**config.mk**
```make
export PLATFORM = sky130hd
export DESIGN_NAME = ppc_ctrl
export DESIGN_NICKNAME = d
export VERILOG_FILES = /design/src/verilog/ppc_pkg.sv /design/src/verilog/ppc_ctrl.sv
export SDC_FILE = /design/constraint.sdc
export NUM_CORES = 1
export LEC_CHECK = 0
export BUFFER_PORTS_ARGS = -buffer_cell sky130_fd_sc_hd__buf_2
export CORE_ASPECT_RATIO = 1.75
export CORE_MARGIN = 4
export CORE_UTILIZATION = 50
export DETAILED_ROUTE_END_ITERATION = 10
export PLACE_DENSITY_LB_ADDON = 0.08
export RECOVER_POWER = 100
export SYNTH_ARGS = -nofsm -noshare
export SYNTH_HDL_FRONTEND = slang
export SYNTH_SLANG_ARGS = --single-unit
```
**constraint.sdc**
```tcl
create_clock -name i_core_clk -period 2.8 [get_ports i_core_clk]
set_input_delay 0.14 -clock i_core_clk [delete_from_list [all_inputs] [get_ports i_core_clk]]
set_output_delay 0.14 -clock i_core_clk [all_outputs]
set_load 0.01 [all_outputs]
```
**src/verilog/ppc_pkg.sv**
```systemverilog
// shared constants for the push-button power controller
package ppc_pkg;
	// timebase: core clock is 50 MHz
	localparam int unsigned CLK_HZ = 50_000_000;
	// durations in microseconds, plain defaults
	localparam int unsigned DEBOUNCE_US = 30_000;
	localparam int unsigned INT_MIN_US = 30_000;
	localparam int unsigned RECOVERY_US = 360_000;
	localparam int unsigned BLANK_US = 2_000_000;
	localparam int unsigned LONG_PUSH_US = 5_000_000;
	// derived cycle counts, microseconds times whole cycles per microsecond
	localparam int unsigned CYC_PER_US = CLK_HZ / 1_000_000;
	localparam int unsigned DEBOUNCE_CYC = 32'(DEBOUNCE_US * CYC_PER_US);
	localparam int unsigned INT_MIN_CYC = 32'(INT_MIN_US * CYC_PER_US);
	localparam int unsigned RECOVERY_CYC = 32'(RECOVERY_US * CYC_PER_US);
	localparam int unsigned BLANK_CYC = 32'(BLANK_US * CYC_PER_US);
	localparam int unsigned LONG_PUSH_CYC = 32'(LONG_PUSH_US * CYC_PER_US);
	// timer width covers the largest count
	localparam int unsigned TMR_W = 32;
	// product options
	localparam bit OPT_LONG_RESET_DEFAULT = 1'b1;
	localparam bit OPT_EN_INVERT_DEFAULT = 1'b0;
	// reset values of outputs
	localparam bit RST_EN = 1'b0;
	localparam bit RST_N_OUT = 1'b1;
endpackage : ppc_pkg

```
**src/verilog/ppc_ctrl.sv**
```systemverilog
`timescale 1ns/1ns
`default_nettype none

module ppc_ctrl #(
	parameter int unsigned DEBOUNCE_CYC = ppc_pkg::DEBOUNCE_CYC,
	parameter int unsigned INT_MIN_CYC = ppc_pkg::INT_MIN_CYC,
	parameter int unsigned RECOVERY_CYC = ppc_pkg::RECOVERY_CYC,
	parameter int unsigned BLANK_CYC = ppc_pkg::BLANK_CYC,
	parameter int unsigned LONG_PUSH_CYC = ppc_pkg::LONG_PUSH_CYC,
	parameter bit OPT_LONG_RESET = ppc_pkg::OPT_LONG_RESET_DEFAULT,
	parameter bit OPT_EN_INVERT = ppc_pkg::OPT_EN_INVERT_DEFAULT
) (
	// clock and reset
	input wire logic i_core_clk,
	input wire logic i_arst_n,
	// pins from buttons, processor and comparators
	input wire logic i_power_button_n,
	input wire logic i_second_button_n,
	input wire logic i_hold_confirm,
	input wire logic i_above_upper,
	input wire logic i_above_lower,
	// outputs
	output logic o_power_enable,
	output logic o_reset_n,
	output logic o_interrupt_n,
	output logic o_button_state_n,
	output logic o_undervoltage_n,
	output logic o_hold_pulldown,
	output logic o_ref_enable,
	output logic o_standby
);
	typedef enum {
		PPC_OFF,
		PPC_DEBOUNCE,
		PPC_START,
		PPC_RUN
	} ppc_state_e;

	localparam int unsigned LONG_CYC = DEBOUNCE_CYC + INT_MIN_CYC + LONG_PUSH_CYC;
	localparam int unsigned TW = ppc_pkg::TMR_W;

	// two-flop synchronisers; first stage read only by the second
	logic [4:0] sync1_r;
	logic [4:0] sync2_r;
	always_ff @(posedge i_core_clk or negedge i_arst_n) begin
		if (!i_arst_n) begin
			sync1_r <= 5'h1f;
			sync2_r <= 5'h1f;
		end else begin
			sync1_r <= {i_power_button_n, i_second_button_n, i_hold_confirm,
				i_above_upper, i_above_lower};
			sync2_r <= sync1_r;
		end
	end

	logic pb_low;
	logic sr_low;
	logic hold;
	logic vup;
	logic vlo_ok;
	assign pb_low = !sync2_r[4];
	assign sr_low = !sync2_r[3];
	assign hold = sync2_r[2];
	assign vup = sync2_r[1];
	assign vlo_ok = sync2_r[0];

	ppc_state_e state_r;
	logic [TW-1:0] deb_cnt_r;
	logic [TW-1:0] blank_cnt_r;
	logic [TW-1:0] rec_cnt_r;
	logic [TW-1:0] uv_cnt_r;
	logic [TW-1:0] lp_cnt_r;
	logic [TW-1:0] int_cnt_r;
	logic pb_prev_r;
	logic pressed_r;
	logic en_r;
	logic uv_r;
	logic lp_done_r;
	logic first_done_r;

	logic deb_done;
	logic pb_fall;
	logic blank_end;
	logic long_push;
	logic uv_long;
	assign deb_done = pb_low && (deb_cnt_r == TW'(DEBOUNCE_CYC - 1));
	assign pb_fall = pb_low && !pb_prev_r;
	assign blank_end = (state_r == PPC_START) && (blank_cnt_r == TW'(BLANK_CYC - 1));
	assign long_push = (lp_cnt_r == TW'(LONG_CYC)) && !lp_done_r;
	assign uv_long = uv_cnt_r == TW'(LONG_CYC);

	// button edge history
	always_ff @(posedge i_core_clk or negedge i_arst_n) begin
		if (!i_arst_n) begin
			pb_prev_r <= 1'b0;
		end else begin
			pb_prev_r <= pb_low;
		end
	end

	// debounce counter; restarts on release, and in the debounce state also on low supply
	always_ff @(posedge i_core_clk or negedge i_arst_n) begin
		if (!i_arst_n) begin
			deb_cnt_r <= '0;
			pressed_r <= 1'b0;
		end else if (!pb_low) begin
			deb_cnt_r <= '0;
			pressed_r <= 1'b0;
		end else if (state_r == PPC_DEBOUNCE && !vup) begin
			deb_cnt_r <= '0;
		end else if (deb_done) begin
			pressed_r <= 1'b1;
		end else if (!pressed_r) begin
			deb_cnt_r <= deb_cnt_r + TW'(1);
		end
	end

	// main sequence: off, debounce, start-up blanking, run
	always_ff @(posedge i_core_clk or negedge i_arst_n) begin
		if (!i_arst_n) begin
			state_r <= PPC_OFF;
			en_r <= ppc_pkg::RST_EN;
			blank_cnt_r <= '0;
		end else begin
			case (state_r)
				PPC_OFF: begin
					en_r <= 1'b0;
					// standby waits on a falling edge only
					if (pb_fall) begin
						state_r <= PPC_DEBOUNCE;
					end
				end
				PPC_DEBOUNCE: begin
					if (!pb_low) begin
						state_r <= PPC_OFF;
					end else if (deb_done && vup) begin
						en_r <= 1'b1;
						blank_cnt_r <= '0;
						state_r <= PPC_START;
					end
				end
				PPC_START: begin
					blank_cnt_r <= blank_cnt_r + TW'(1);
					if (!pb_low && !hold && !first_done_r) begin
						en_r <= 1'b0;
						state_r <= PPC_OFF;
					end else if (blank_end) begin
						if (hold) begin
							state_r <= PPC_RUN;
						end else begin
							en_r <= 1'b0;
							state_r <= PPC_OFF;
						end
					end else if (!pb_low && hold && !first_done_r) begin
						state_r <= PPC_RUN;
					end
				end
				PPC_RUN: begin
					if (!hold || uv_long) begin
						en_r <= 1'b0;
						state_r <= PPC_OFF;
					end else if (long_push && !OPT_LONG_RESET) begin
						en_r <= 1'b0;
						state_r <= PPC_OFF;
					end else if (long_push) begin
						blank_cnt_r <= '0;
						state_r <= PPC_START;
					end
				end
				default: begin
					state_r <= PPC_OFF;
					en_r <= 1'b0;
				end
			endcase
		end
	end

	// start-up after a long-push reset has no first press to wait for
	always_ff @(posedge i_core_clk or negedge i_arst_n) begin
		if (!i_arst_n) begin
			first_done_r <= 1'b0;
		end else if (state_r == PPC_RUN && long_push) begin
			first_done_r <= 1'b1;
		end else if (state_r != PPC_START) begin
			first_done_r <= 1'b0;
		end
	end

	// recovery reset pulse
	always_ff @(posedge i_core_clk or negedge i_arst_n) begin
		if (!i_arst_n) begin
			rec_cnt_r <= '0;
		end else if (state_r == PPC_DEBOUNCE && deb_done && vup) begin
			rec_cnt_r <= TW'(RECOVERY_CYC);
		end else if (state_r == PPC_RUN && long_push && OPT_LONG_RESET && hold && !uv_long) begin
			rec_cnt_r <= TW'(RECOVERY_CYC);
		end else if (rec_cnt_r != '0) begin
			rec_cnt_r <= rec_cnt_r - TW'(1);
		end
	end

	// undervoltage persistence timer, run state only
	always_ff @(posedge i_core_clk or negedge i_arst_n) begin
		if (!i_arst_n) begin
			uv_r <= 1'b0;
			uv_cnt_r <= '0;
		end else if (state_r != PPC_RUN) begin
			uv_r <= 1'b0;
			uv_cnt_r <= '0;
		end else begin
			// count undervoltage time; hysteresis releases at upper level
			if (!vlo_ok) begin
				uv_r <= 1'b1;
			end else if (vup) begin
				uv_r <= 1'b0;
			end
			if (uv_r && !vup) begin
				if (uv_cnt_r != TW'(LONG_CYC)) begin
					uv_cnt_r <= uv_cnt_r + TW'(1);
				end
			end else begin
				uv_cnt_r <= '0;
			end
		end
	end

	// long push of both buttons, counted once per hold
	always_ff @(posedge i_core_clk or negedge i_arst_n) begin
		if (!i_arst_n) begin
			lp_cnt_r <= '0;
			lp_done_r <= 1'b0;
		end else if (state_r != PPC_RUN || !pb_low || !sr_low) begin
			lp_cnt_r <= '0;
			lp_done_r <= 1'b0;
		end else if (long_push) begin
			lp_done_r <= 1'b1;
		end else if (lp_cnt_r != TW'(LONG_CYC)) begin
			lp_cnt_r <= lp_cnt_r + TW'(1);
		end
	end

	// interrupt pulse stretcher; a new cause restarts width
	logic int_cause;
	logic int_hold;
	assign int_cause = (state_r == PPC_RUN) && ((deb_done && !pressed_r) || (!vlo_ok && !uv_r));
	assign int_hold = (state_r == PPC_RUN) && ((pressed_r && pb_low) || uv_r);
	always_ff @(posedge i_core_clk or negedge i_arst_n) begin
		if (!i_arst_n) begin
			int_cnt_r <= '0;
			o_interrupt_n <= ppc_pkg::RST_N_OUT;
		end else if (int_cause) begin
			int_cnt_r <= TW'(INT_MIN_CYC - 1);
			o_interrupt_n <= 1'b0;
		end else if (int_cnt_r != '0) begin
			int_cnt_r <= int_cnt_r - TW'(1);
		end else begin
			o_interrupt_n <= !int_hold;
		end
	end

	// button state output with its own minimum width
	logic [TW-1:0] bs_cnt_r;
	logic bs_cause;
	logic bs_allowed;
	// report only in debounce or run, and not during undervoltage
	assign bs_allowed = !uv_r && (state_r == PPC_RUN || state_r == PPC_DEBOUNCE);
	assign bs_cause = bs_allowed && deb_done && !pressed_r;
	always_ff @(posedge i_core_clk or negedge i_arst_n) begin
		if (!i_arst_n) begin
			bs_cnt_r <= '0;
			o_button_state_n <= ppc_pkg::RST_N_OUT;
		end else if (bs_cause) begin
			// low for at least minimum width
			bs_cnt_r <= TW'(INT_MIN_CYC - 1);
			o_button_state_n <= 1'b0;
		end else if (bs_cnt_r != '0) begin
			bs_cnt_r <= bs_cnt_r - TW'(1);
		end else if (!pb_low || state_r == PPC_OFF) begin
			o_button_state_n <= 1'b1;
		end
	end

	// registered pin outputs
	always_ff @(posedge i_core_clk or negedge i_arst_n) begin
		if (!i_arst_n) begin
			o_power_enable <= OPT_EN_INVERT;
			o_reset_n <= ppc_pkg::RST_N_OUT;
			o_undervoltage_n <= ppc_pkg::RST_N_OUT;
			o_hold_pulldown <= 1'b0;
			o_ref_enable <= 1'b0;
			o_standby <= 1'b1;
		end else begin
			o_power_enable <= en_r ^ OPT_EN_INVERT;
			o_reset_n <= (rec_cnt_r == '0);
			o_undervoltage_n <= (state_r == PPC_RUN) ? !uv_r : vup;
			o_hold_pulldown <= (state_r == PPC_DEBOUNCE) || (state_r == PPC_START);
			// standby on and reference off while disabled
			o_ref_enable <= en_r && (rec_cnt_r == '0);
			o_standby <= !en_r;
		end
	end
endmodule : ppc_ctrl

`default_nettype wire

```
==> results.txt, run 1 <==
TritonCTS built the clock tree. Based on the critical path, the design can be clocked at up to 379 MHz. The biggest fanout along the worst timing path is 29. The number of failing hold endpoints at the final stage came out at 0. The worst hold path begins at i_hold_confirm.

The worst setup path is launched from a register. The total overflow reported by the global router is 0. The number of placement rows is 78. Walking the worst path, the cells encountered are or4_1 > nor3_2 > and3_1 > nand4_1 > o21ai_0 > clkbuf_4 > a211o_1.

The first global-routing pass estimated 50.8 mm of wire. Synthesis instantiated 71 different standard cells from the library. The source of the worst register-to-register timing path is deb_cnt_r[24]. The average size of a mapped cell is 9.41 sq um. The number of setup buffers added after CTS is 0. In this run the power density over the cells is 598 mW/mm^2.

Sequential elements use 47.7% of the synthesized area. For this design the static power due to leakage is 6.28 nW. The count of antenna diodes in the layout is 0.

In the post-synthesis netlist, the cell with the most instances is sky130_fd_sc_hd__dfrtp_1. The half-perimeter wire length of the detailed placement result is 20.5 mm. STA classifies the critical path endpoint as a register. Tracing the worst setup path back leads to its startpoint at deb_cnt_r[24]. The H-tree depth came out at 1. The die is 223 um tall.

The final setup skew came out at 13.0 ps. The clock input transition at the sequential cells of the worst setup and hold paths came out at 60 ps. Relative to the synthesized area, the layout overhead comes to 11.6%. The kind of critical path is reg -> reg. The initial cell density of the core is 50.7%. The total vias in the final route came out at 10.3k. The count of endpoints failing setup in the final report came out at 0. For the worst setup path, the data arrival time is 3090 ps.

The tool flagged a number of max-cap violations equal to 1. After synthesis, the share of flip-flops with an asynchronous set or reset is 100%. The biggest area contributor in the post-synthesis netlist is sky130_fd_sc_hd__dfrtp_1. The detailed-router iteration count before antenna repair came out at 5. On the final layout, the worst hold slack is 268 ps. The number of nets in the finished design is 1482. The run finished, with violations left.

The headroom to the max-slew limit came out at -5.08%. Among all flip-flop cells after synthesis, the most frequent one is sky130_fd_sc_hd__dfrtp_1. Subtracting the final worst setup slack from the clock period gives 2640 ps. Setup repair after global routing left no endpoint under its margin.

Entering global routing, the biggest net connects 64 pins. In this run, synthesis inferred 0 flip-flops with an integrated enable. The total count of max-transition violations in the final report came to 64.

Sorting the synthesized cells by area gives the leading types as sky130_fd_sc_hd__dfrtp_1, sky130_fd_sc_hd__nor2_1, sky130_fd_sc_hd__xnor2_1, sky130_fd_sc_hd__xor2_1, sky130_fd_sc_hd__nand2_1. The total of flip-flops plus latches after synthesis came out at 250. The count of yosys warnings during synthesis came out at 0. The overall fraction of global-route tracks in use came out at 20.8%. The count of port buffers added during placement came out at 14.

The clock net sink count came out at 250. The pre-CTS setup slack came out at 79.0 ps. The wire length per cell after detailed routing is 16.3 um. By count the netlist is led by sky130_fd_sc_hd__dfrtp_1, sky130_fd_sc_hd__nor2_1, sky130_fd_sc_hd__nand2_1. The cell area after layout is 0.0147 sq mm. The residual antenna-violating net count after detailed routing came out at 0. The class of the most critical hold timing path is in -> reg. The core area came out at 0.0260 sq mm. The final weighted congestion of routability-driven global placement came out at 0.813. The setup TNS is 0 ps. The synthesized instance count came out at 1398. The number of cells in the design after placement is 1747. The number of antenna violations at the first check in global routing came out at 0.

The number of clock buffers inserted by TritonCTS came out at 24. Counting the fill cells in the layout gives 2397. The number of global-route vias before repair came out at 10.6k. The final worst-path setup slack is 160 ps.

The checks that failed: max-capacitance violations, max-slew violations. The placed cell area came out at 0.0140 sq mm. The largest single stage delay on the critical path is 600 ps. The required arrival time at the worst endpoint is 3250 ps. The post-layout instance count excluding filler cells came out at 1797. The die outline area is 0.0291 sq mm. The mapped netlist covers 0.0132 sq mm. Across all register-to-register paths, the minimum setup slack is 160 ps.

The layout cell share with drive strength beyond 1 came out at 10.3%. Among all stages on the critical path, the largest delay is contributed by sky130_fd_sc_hd__or4_1. The initial detailed-routing violation count came out at 516.

For the pin with the worst max-slew slack, the measured transition is 1580 ps. The tree is rooted in a sky130_fd_sc_hd__clkbuf_16. The maximum vdd ir drop came out at 766 uV. The number of top-level pins is 15. The wire length after detailed routing came out at 29.4 mm. The clock latency of the later-clocked register in the worst-skew pair came out at 520 ps. The largest buffer count on any clock path is 3. The fraction of synthesized cell area taken by the top area cell type is 44.7%. The total DRC errors in the routed layout is 0.

After layout, the worst path uses 94.3% of the clock period. In the routed layout, each cell is associated on average with a via count of 5.75. Counting every net in the synthesized netlist gives 1421. From left edge to right edge, the die measures 131 um.
-- per-layer routing --
layer	GRT usage, %	part of all wire (%)
met3	2.14	2.6
met4	6.28	2.5
met2	37.8	54
met5	0	0
met1	25.5	41
-- area by class of cell --
cell class / instances / area (sq um) / share of cell area, %
multi-input combinational: 1057 / 6510 / 44.3
tap: 320 / 400 / 2.73
timing repair buffer: 90 / 593 / 4.04
sequential: 250 / 6270 / 42.8
clock buffer: 37 / 701 / 4.78
clock inverter: 7 / 60.1 / 0.409
inverter: 36 / 135 / 0.921
-- cell families after synthesis --
| family | after synthesis | synth area share, % |
|---|---|---|
| flops | 250 | 47.7 |
| xor+xnor | 142 | 9.46 |
| mux | 6 | 0.466 |
| buf+inv | 91 | 2.83 |
| fa+ha+maj | 16 | 1.52 |
| compound gates | 177 | 8.61 |
| simple gates | 716 | 29.4 |
-- worst max-delay path, delay by kind of cell (launching register included) --
kind            cells  cell delay [ps]
simple gates        4             1420
buf+inv             1              420
flops               1              410
compound gates      2              320
-- what timing repair did --
| action | 4_1_cts | 5_1_grt |
|---|---|---|
| endpoints found under the hold margin | 77 | 0 |
| setup endpoints to repair | 0 | 11 |
| hold buffers | 6 | 0 |
| gates resized for setup | 0 | 2 |
-- worst paths after layout --
check / endpoint / cells past startpoint
setup / recovery: rec_cnt_r[20] / 7
hold / removal: sync1_r[2] / 2
setup reg to reg: rec_cnt_r[20] / 7
hold reg to reg: sync2_r[1] / 0
max in group asynchronous: lp_cnt_r[14] / 3
min in group asynchronous: blank_cnt_r[6] / 2
-- cell usage in the layout, fill, tap and decap left out, types with 7 or more instances in the layout --
master                        n
sky130_fd_sc_hd__dfrtp_1    235
sky130_fd_sc_hd__nor2_1     188
sky130_fd_sc_hd__nand2_1    108
sky130_fd_sc_hd__xnor2_1     76
sky130_fd_sc_hd__nand3_1     72
sky130_fd_sc_hd__xor2_1      66
sky130_fd_sc_hd__o21ai_0     61
sky130_fd_sc_hd__nor3_1      57
sky130_fd_sc_hd__buf_4       45
sky130_fd_sc_hd__a21oi_1     42
sky130_fd_sc_hd__nand4_1     42
sky130_fd_sc_hd__nor4_1      39
sky130_fd_sc_hd__or3_1       37
sky130_fd_sc_hd__inv_1       34
sky130_fd_sc_hd__or4_1       30
sky130_fd_sc_hd__clkbuf_1    29
sky130_fd_sc_hd__clkbuf_16   25
sky130_fd_sc_hd__o211ai_1    22
sky130_fd_sc_hd__and3_1      18
sky130_fd_sc_hd__nand2b_1    18
sky130_fd_sc_hd__nand3b_1    16
sky130_fd_sc_hd__ha_1        15
sky130_fd_sc_hd__dfstp_2     14
sky130_fd_sc_hd__nand4b_1    11
sky130_fd_sc_hd__nor4b_1     11
sky130_fd_sc_hd__and4_1      10
sky130_fd_sc_hd__clkbuf_2    10
sky130_fd_sc_hd__or3b_2       9
sky130_fd_sc_hd__and2_1       8
sky130_fd_sc_hd__or2_2        8
sky130_fd_sc_hd__o41ai_1      7
sky130_fd_sc_hd__a211o_1      7
-- flip-flops by register name, indices dropped and copies added, names as in the netlist --
name / cells
blank_cnt_r: 32
bs_cnt_r: 32
deb_cnt_r: 32
en_r: 1
first_done_r: 1
int_cnt_r: 32
lp_cnt_r: 32
lp_done_r: 1
o_button_state_n: 1
o_hold_pulldown: 1
o_interrupt_n: 1
o_power_enable: 1
o_ref_enable: 1
o_reset_n: 1
o_standby: 1
o_undervoltage_n: 1
pb_prev_r: 1
pressed_r: 1
rec_cnt_r: 32
state_r: 2
sync1_r: 5
sync2_r: 5
uv_cnt_r: 32
uv_r: 1
-- per-stage QoR --
step | utilization, % | total power [W]
after floorplan | - | 0.00508
after global placement | 54.0 | 0.00567
after detailed placement | 54.0 | 0.00570
after CTS | 57.1 | 0.00895
after global routing | 56.5 | 0.00924
final | 56.5 | 0.00877
-- power by group --
part	switching (W)	internal [W]	total [W]
Clock	0.00138	0.00182	0.00319
Sequential	0.000193	0.00382	0.00401
Combinational	0.00102	0.000546	0.00157
Total	0.00259	0.00618	0.00877
(Power assumes the default switching activity.)
==> run 2: changes to the inputs <==
Settings changed: CELL_PAD_IN_SITES_DETAIL_PLACEMENT from default to 1, CELL_PAD_IN_SITES_GLOBAL_PLACEMENT from default to 2, CORE_UTILIZATION 50 to 41.
==> results.txt, run 2 (synthesized netlist as in run 1, its figures left out) <==
The total count of max-transition violations in the final report is 66 (was 64). The peak clock frequency supported by timing came out at 379 MHz (about the same). The clock latency of the later-clocked register in the worst-skew pair came out at 550 ps (was 520 ps). The layout cell share with drive strength beyond 1 came out at 12.5% (was 10.3%). The H-tree depth is 1 (unchanged). The pin slew with the least headroom to its limit came out at 1850 ps (was 1580 ps). The area added between synthesis and finish is 15.7% (was 11.6%).

Commonest cells after routing, fill and taps aside: sky130_fd_sc_hd__dfrtp_1, sky130_fd_sc_hd__nor2_1, sky130_fd_sc_hd__nand2_1 (unchanged). The minimum clock period is 2640 ps (about the same). The detailed-router iteration count before antenna repair came to 4 (was 5). The leakage power is 6.53 nW (was 6.28 nW).

The power per standard cell area was 632 mW/mm^2 (was 598 mW/mm^2). The overall fraction of global-route tracks in use is 20.0% (was 20.8%). The wire length per cell after detailed routing came to 18.1 um (was 16.3 um). The final cell utilization of the core came out at 48.1% (was 56.5%). The commonest non-fill, non-tap cell in the layout was sky130_fd_sc_hd__dfrtp_1 (unchanged). The arrival time at the worst endpoint came to 3070 ps (was 3090 ps). The source of the worst register-to-register timing path is deb_cnt_r[10] (was deb_cnt_r[24]).

The setup TNS came out at 0 ps (unchanged). The class of the most critical hold timing path was in -> reg (unchanged). The total overflow reported by the global router came out at 0 (unchanged). The required arrival time at the worst endpoint came out at 3230 ps (was 3250 ps). The final setup skew came out at 19.5 ps (was 13.0 ps). The number of failing hold endpoints at the final stage came to 0 (unchanged). Violations in the final reports: max-capacitance violations, max-slew violations (unchanged). The initial cell density of the core is 41.6% (was 50.7%). The residual antenna-violating net count after detailed routing is 0 (unchanged). The detail-routed via count per cell was 5.62 (was 5.75). The biggest fanout along the worst timing path came out at 4 (was 29). The clock tree from TritonCTS was done (unchanged). Result of the run: finished, violations left (unchanged). The largest buffer count on any clock path is 3 (unchanged). The power share of the clock group is 41.0% (was 36.4%). The kind of critical path is reg -> reg (unchanged).

The kind of launch point of the worst setup path is a register (unchanged). The clock net sink count is 250 (unchanged). The net switching power is 0.00281 W (was 0.00259 W). The clock input transition at the sequential cells of the worst setup and hold paths is 70 ps (was 60 ps). The share of the cycle needed by the critical path after routing came out at 94.3% (about the same).

The wire length after detailed routing came to 34.3 mm (was 29.4 mm). The die height came out at 245 um (was 223 um). The total vias in the final route was 10.7k (was 10.3k). The headroom to the max-slew limit came out at -23.1% (was -5.08%). The count of antenna diodes in the layout came out at 0 (unchanged).

The sequential group share of total power came out at 41.7% (was 45.7%). The number of placement rows is 86 (was 78). The global-route wire length before repair is 58.3 mm (was 50.8 mm). The proportion of total power due to net switching came to 29.2% (was 29.6%). The internal power consumption came out at 0.00680 W (was 0.00618 W).

The total DRC errors in the routed layout is 0 (unchanged). RSZ-0062 raised after global routing: false (unchanged). The core area is 0.0316 sq mm (was 0.0260 sq mm). The initial detailed-routing violation count is 374 (was 516). The number of global-route vias before repair came out at 11.8k (was 10.6k). The cell chosen for the clock root is sky130_fd_sc_hd__clkbuf_16 (unchanged). The die outline area is 0.0351 sq mm (was 0.0291 sq mm). The kind of capture point of the worst setup path is a register (unchanged).

The start point of the worst hold path was i_above_upper (was i_hold_confirm). The chip width is 143 um (was 131 um). The maximum vdd ir drop is 501 uV (was 766 uV). The count of port buffers added during placement is 14 (unchanged). The number of clock buffers inserted by TritonCTS is 27 (was 24). The number of nets in the finished design came to 1504 (was 1482). The number of top-level pins was 15 (unchanged). The number of antenna violations at the first check in global routing is 0 (unchanged).

The final weighted congestion of routability-driven global placement is 0.762 (was 0.813). The count of endpoints failing setup in the final report came out at 0 (unchanged). The max-cap violation count is 1 (unchanged). The share of power burned in combinational logic came to 17.2% (was 17.9%).

The largest net degree at the start of global routing came out at 68 (was 64). The worst setup path startpoint is deb_cnt_r[10] (was deb_cnt_r[24]). The half-perimeter wire length of the detailed placement result is 24.3 mm (was 20.5 mm).
## run 2: power groups by stage
stage / combinational, W / clock [W] / sequential, W
2_1_floorplan: 0.00105 / 0 / 0.00403
3_3_place_gp: 0.00165 / 0 / 0.00407
3_5_place_dp: 0.00168 / 0 / 0.00408
4_1_cts: 0.00170 / 0.00406 / 0.00401
5_1_grt: 0.00186 / 0.00423 / 0.00404
6_report: 0.00166 / 0.00394 / 0.00401
## run 2: worst max-delay path, stage by stage, from the launching register on
cell and delay [ps]:
sky130_fd_sc_hd__dfrtp_1 400, sky130_fd_sc_hd__or4b_1 510, sky130_fd_sc_hd__nor4_1 310, sky130_fd_sc_hd__nand4_1 130
sky130_fd_sc_hd__or4_1 620, sky130_fd_sc_hd__nor3_1 230, sky130_fd_sc_hd__clkbuf_1 230, sky130_fd_sc_hd__nor2_1 80
## run 2: repair_timing
item | 4_1_cts | 5_1_grt
setup endpoints to repair | 0 | 35
setup buffers | 0 | 2
hold endpoints to repair | 68 | 0
gates resized for setup | 0 | 5
hold buffers | 6 | 0
## run 2: area by class of cell
| cell class | count | area (sq um) |
|---|---|---|
| Fill cell | 3644 | 16400 |
| Inverter | 36 | 135 |
| Multi-Input combinational cell | 1057 | 6520 |
| Clock buffer | 36 | 779 |
| Clock inverter | 14 | 201 |
| Sequential cell | 250 | 6270 |
| Timing Repair Buffer | 109 | 810 |
| Tap cell | 396 | 495 |
## run 2: per-layer routing
metal,vias up,global-route usage (%),wire length (um)
li1,5137,-,-
met1,5402,22.2,13600
met2,73,39.7,19400
met3,49,1.81,602
met4,0,5.07,740
met5,-,0,0
## run 2: path summary, 6_finish.rpt
check	slack (ps)	end	cells after the start
setup / recovery	160	bs_cnt_r[7]	7
hold / removal	230	sync1_r[1]	2
setup reg to reg	160	bs_cnt_r[7]	7
hold reg to reg	350	sync2_r[3]	0
max in group asynchronous	530	lp_cnt_r[6]	3
min in group asynchronous	650	bs_cnt_r[23]	2
## run 2: stage by stage
step	hold slack [ps]	worst slack, ps	total power [W]	cells	area [sq um]
final	230	159	0.00961	1898	15200
after global routing	230	19.8	0.0101	1898	15200
after CTS	168	21.8	0.00977	1896	15300
after detailed placement	155	48.0	0.00576	1840	14200
after global placement	153	129	0.00572	1840	14200
after floorplan	-156	223	0.00508	1398	13200
==> run 3: changes to the inputs <==
Settings changed: SLEW_MARGIN from default to 20.
Clock period 2.8 ns to 2.95 ns, I/O delays scaled along.
==> results.txt, run 3 (synthesized netlist as in run 1, its figures left out) <==
The maximum vdd ir drop is 566 uV (was 501 uV). The number of top-level pins is 15 (unchanged). Commonest cells after routing, fill and taps aside: sky130_fd_sc_hd__dfrtp_1, sky130_fd_sc_hd__nor2_1, sky130_fd_sc_hd__nand2_1 (unchanged). The share of power burned in combinational logic is 17.0% (was 17.2%). The final worst-path setup slack is 191 ps (was 159 ps). The biggest fanout along the worst timing path came out at 32 (was 4). The wire length after detailed routing is 34.2 mm (was 34.3 mm). The area added between synthesis and finish came out at 13.7% (was 15.7%). The net switching power was 0.00265 W (was 0.00281 W). The total count of max-transition violations in the final report is 70 (was 66). The count of endpoints failing setup in the final report came out at 0 (unchanged). The required arrival time at the worst endpoint came out at 3360 ps (was 3230 ps).

The arrival time at the worst endpoint came out at 3170 ps (was 3070 ps). The die outline area is 0.0351 sq mm (unchanged). The final setup skew came out at 22.4 ps (was 19.5 ps).

The power share of the clock group is 40.9% (was 41.0%). The detail-routed via count per cell is 5.71 (was 5.62). The number of clock buffers inserted by TritonCTS is 26 (was 27).

The number of nets in the finished design came out at 1471 (was 1504). The wire length per cell after detailed routing was 18.3 um (was 18.1 um). The initial cell density of the core came out at 41.6% (unchanged). The sequential group share of total power is 42.1% (was 41.7%). The final cell utilization of the core came out at 47.3% (was 48.1%). Result of the run: finished, violations left (unchanged).

The count of port buffers added during placement was 14 (unchanged). Violations in the final reports: max-capacitance violations, max-slew violations (unchanged). The placed cell area came to 0.0140 sq mm (was 0.0142 sq mm). The leakage power came out at 6.35 nW (was 6.53 nW).

The pre-CTS setup slack is 172 ps (was 48.0 ps). The largest buffer count on any clock path is 3 (unchanged). The kind of critical path is reg -> reg (unchanged). The largest net degree at the start of global routing is 86 (was 68). The global-route wire length before repair came out at 57.5 mm (was 58.3 mm). The max-cap violation count is 2 (was 1). The residual antenna-violating net count after detailed routing came to 0 (unchanged). The H-tree depth came out at 1 (unchanged). The clock latency of the later-clocked register in the worst-skew pair came out at 550 ps (about the same). The cell area after layout came out at 0.0149 sq mm (was 0.0152 sq mm).

The half-perimeter wire length of the detailed placement result came out at 24.0 mm (was 24.3 mm). The number of global-route vias before repair is 11.4k (was 11.8k). The total vias in the final route was 10.6k (was 10.7k).

The overall fraction of global-route tracks in use came to 19.8% (was 20.0%). The clock tree from TritonCTS is done (unchanged). The final weighted congestion of routability-driven global placement is 0.773 (was 0.762). The peak clock frequency supported by timing came out at 362 MHz (was 379 MHz). The total overflow reported by the global router is 0 (unchanged).

The headroom to the max-slew limit is -65.6% (was -23.1%). The power per standard cell area came to 605 mW/mm^2 (was 632 mW/mm^2). The chip width came to 143 um (unchanged). The share of the cycle needed by the critical path after routing was 93.5% (was 94.3%). The initial detailed-routing violation count was 377 (was 374).

The number of failing hold endpoints at the final stage came to 0 (unchanged). The number of setup buffers added after CTS came out at 0 (unchanged). The pin slew with the least headroom to its limit is 2480 ps (was 1850 ps). The total DRC errors in the routed layout came out at 0 (unchanged).

The internal power consumption came out at 0.00640 W (was 0.00680 W). The cell chosen for the clock root is sky130_fd_sc_hd__clkbuf_16 (unchanged). The number of antenna violations at the first check in global routing is 0 (unchanged). The kind of launch point of the worst setup path was a register (unchanged). The proportion of total power due to net switching came out at 29.3% (was 29.2%). The die height is 245 um (unchanged).

The minimum clock period came to 2760 ps (was 2640 ps). The kind of capture point of the worst setup path is a register (unchanged). The number of placement rows came out at 86 (unchanged). The layout cell share with drive strength beyond 1 is 10.1% (was 12.5%). The setup TNS is 0 ps (unchanged). The worst hold slack after final layout is 245 ps (was 230 ps). The detailed-router iteration count before antenna repair came to 6 (was 4). RSZ-0062 raised after global routing: false (unchanged). The clock input transition at the sequential cells of the worst setup and hold paths came out at 70 ps (about the same).

The clock net sink count is 250 (unchanged). The commonest non-fill, non-tap cell in the layout is sky130_fd_sc_hd__dfrtp_1 (unchanged). The count of antenna diodes in the layout came out at 0 (unchanged). The class of the most critical hold timing path is in -> reg (unchanged). The core area is 0.0316 sq mm (unchanged).
[run 3: cell types whose count changed in the layout (fill, tap and decap cells not counted), moves of 2 or more]
cell,before,now
sky130_fd_sc_hd__buf_4,67,37
sky130_fd_sc_hd__clkbuf_1,18,21
sky130_fd_sc_hd__clkinv_2,7,3
sky130_fd_sc_hd__o21ai_1,2,0
sky130_fd_sc_hd__o41ai_1,5,7
sky130_fd_sc_hd__o41ai_2,2,0
[run 3: repair_timing]
action / CTS / global route
endpoints found under the setup margin: 0 / 16
hold buffers: 6 / 0
resized for setup: 0 / 1
endpoints found under the hold margin: 240 / 0
[run 3: worst paths after layout]
path,start,end,slack [ps],cells after the start
hold reg to reg,sync1_r[2],sync2_r[2],360,0
min in group asynchronous,i_arst_n,bs_cnt_r[23],920,2
max in group asynchronous,i_arst_n,lp_cnt_r[21],600,2
setup reg to reg,deb_cnt_r[0],blank_cnt_r[20],190,8
setup / recovery,deb_cnt_r[0],blank_cnt_r[20],190,8
hold / removal,i_hold_confirm,sync1_r[2],250,2
[run 3: per-layer routing]
layer	part of all wire (%)	up-vias	track usage (%)
met2	56	90	38.5
li1	-	5078	-
met3	1.9	50	1.97
met1	40	5426	22.3
met4	2.2	0	5.54
met5	0	-	0
[run 3: critical path, cell delays in order, from the launching register on]
cell and delay, ps:
sky130_fd_sc_hd__dfrtp_1 400, sky130_fd_sc_hd__ha_1 190, sky130_fd_sc_hd__or4b_1 490, sky130_fd_sc_hd__nor4_4 390
sky130_fd_sc_hd__and2_1 230, sky130_fd_sc_hd__a41oi_4 130, sky130_fd_sc_hd__buf_4 270, sky130_fd_sc_hd__o41ai_1 380
sky130_fd_sc_hd__o41ai_1 130
[run 3: metrics by stage]
step	total power, W	instances
3_3_place_gp	0.00541	1810
6_report	0.00904	1864
3_5_place_dp	0.00544	1810
2_1_floorplan	0.00482	1398
4_1_cts	0.00923	1864
5_1_grt	0.00951	1864
[run 3: power by group through the flow]
stage | Sequential [W] | Combinational [W] | Clock (W)
floorplan | 0.00382 | 0.000996 | 0
global placement | 0.00386 | 0.00155 | 0
detailed placement | 0.00387 | 0.00157 | 0
CTS | 0.00381 | 0.00159 | 0.00383
global route | 0.00383 | 0.00171 | 0.00397
finish | 0.00381 | 0.00154 | 0.00370
[run 3: layout make-up]
type	count	area, sq um
tap	396	495
timing repair buffer	77	564
clock inverter	11	189
clock buffer	37	773
multi-input combinational	1057	6520
sequential	250	6270
fill	3629	16700
inverter	36	135
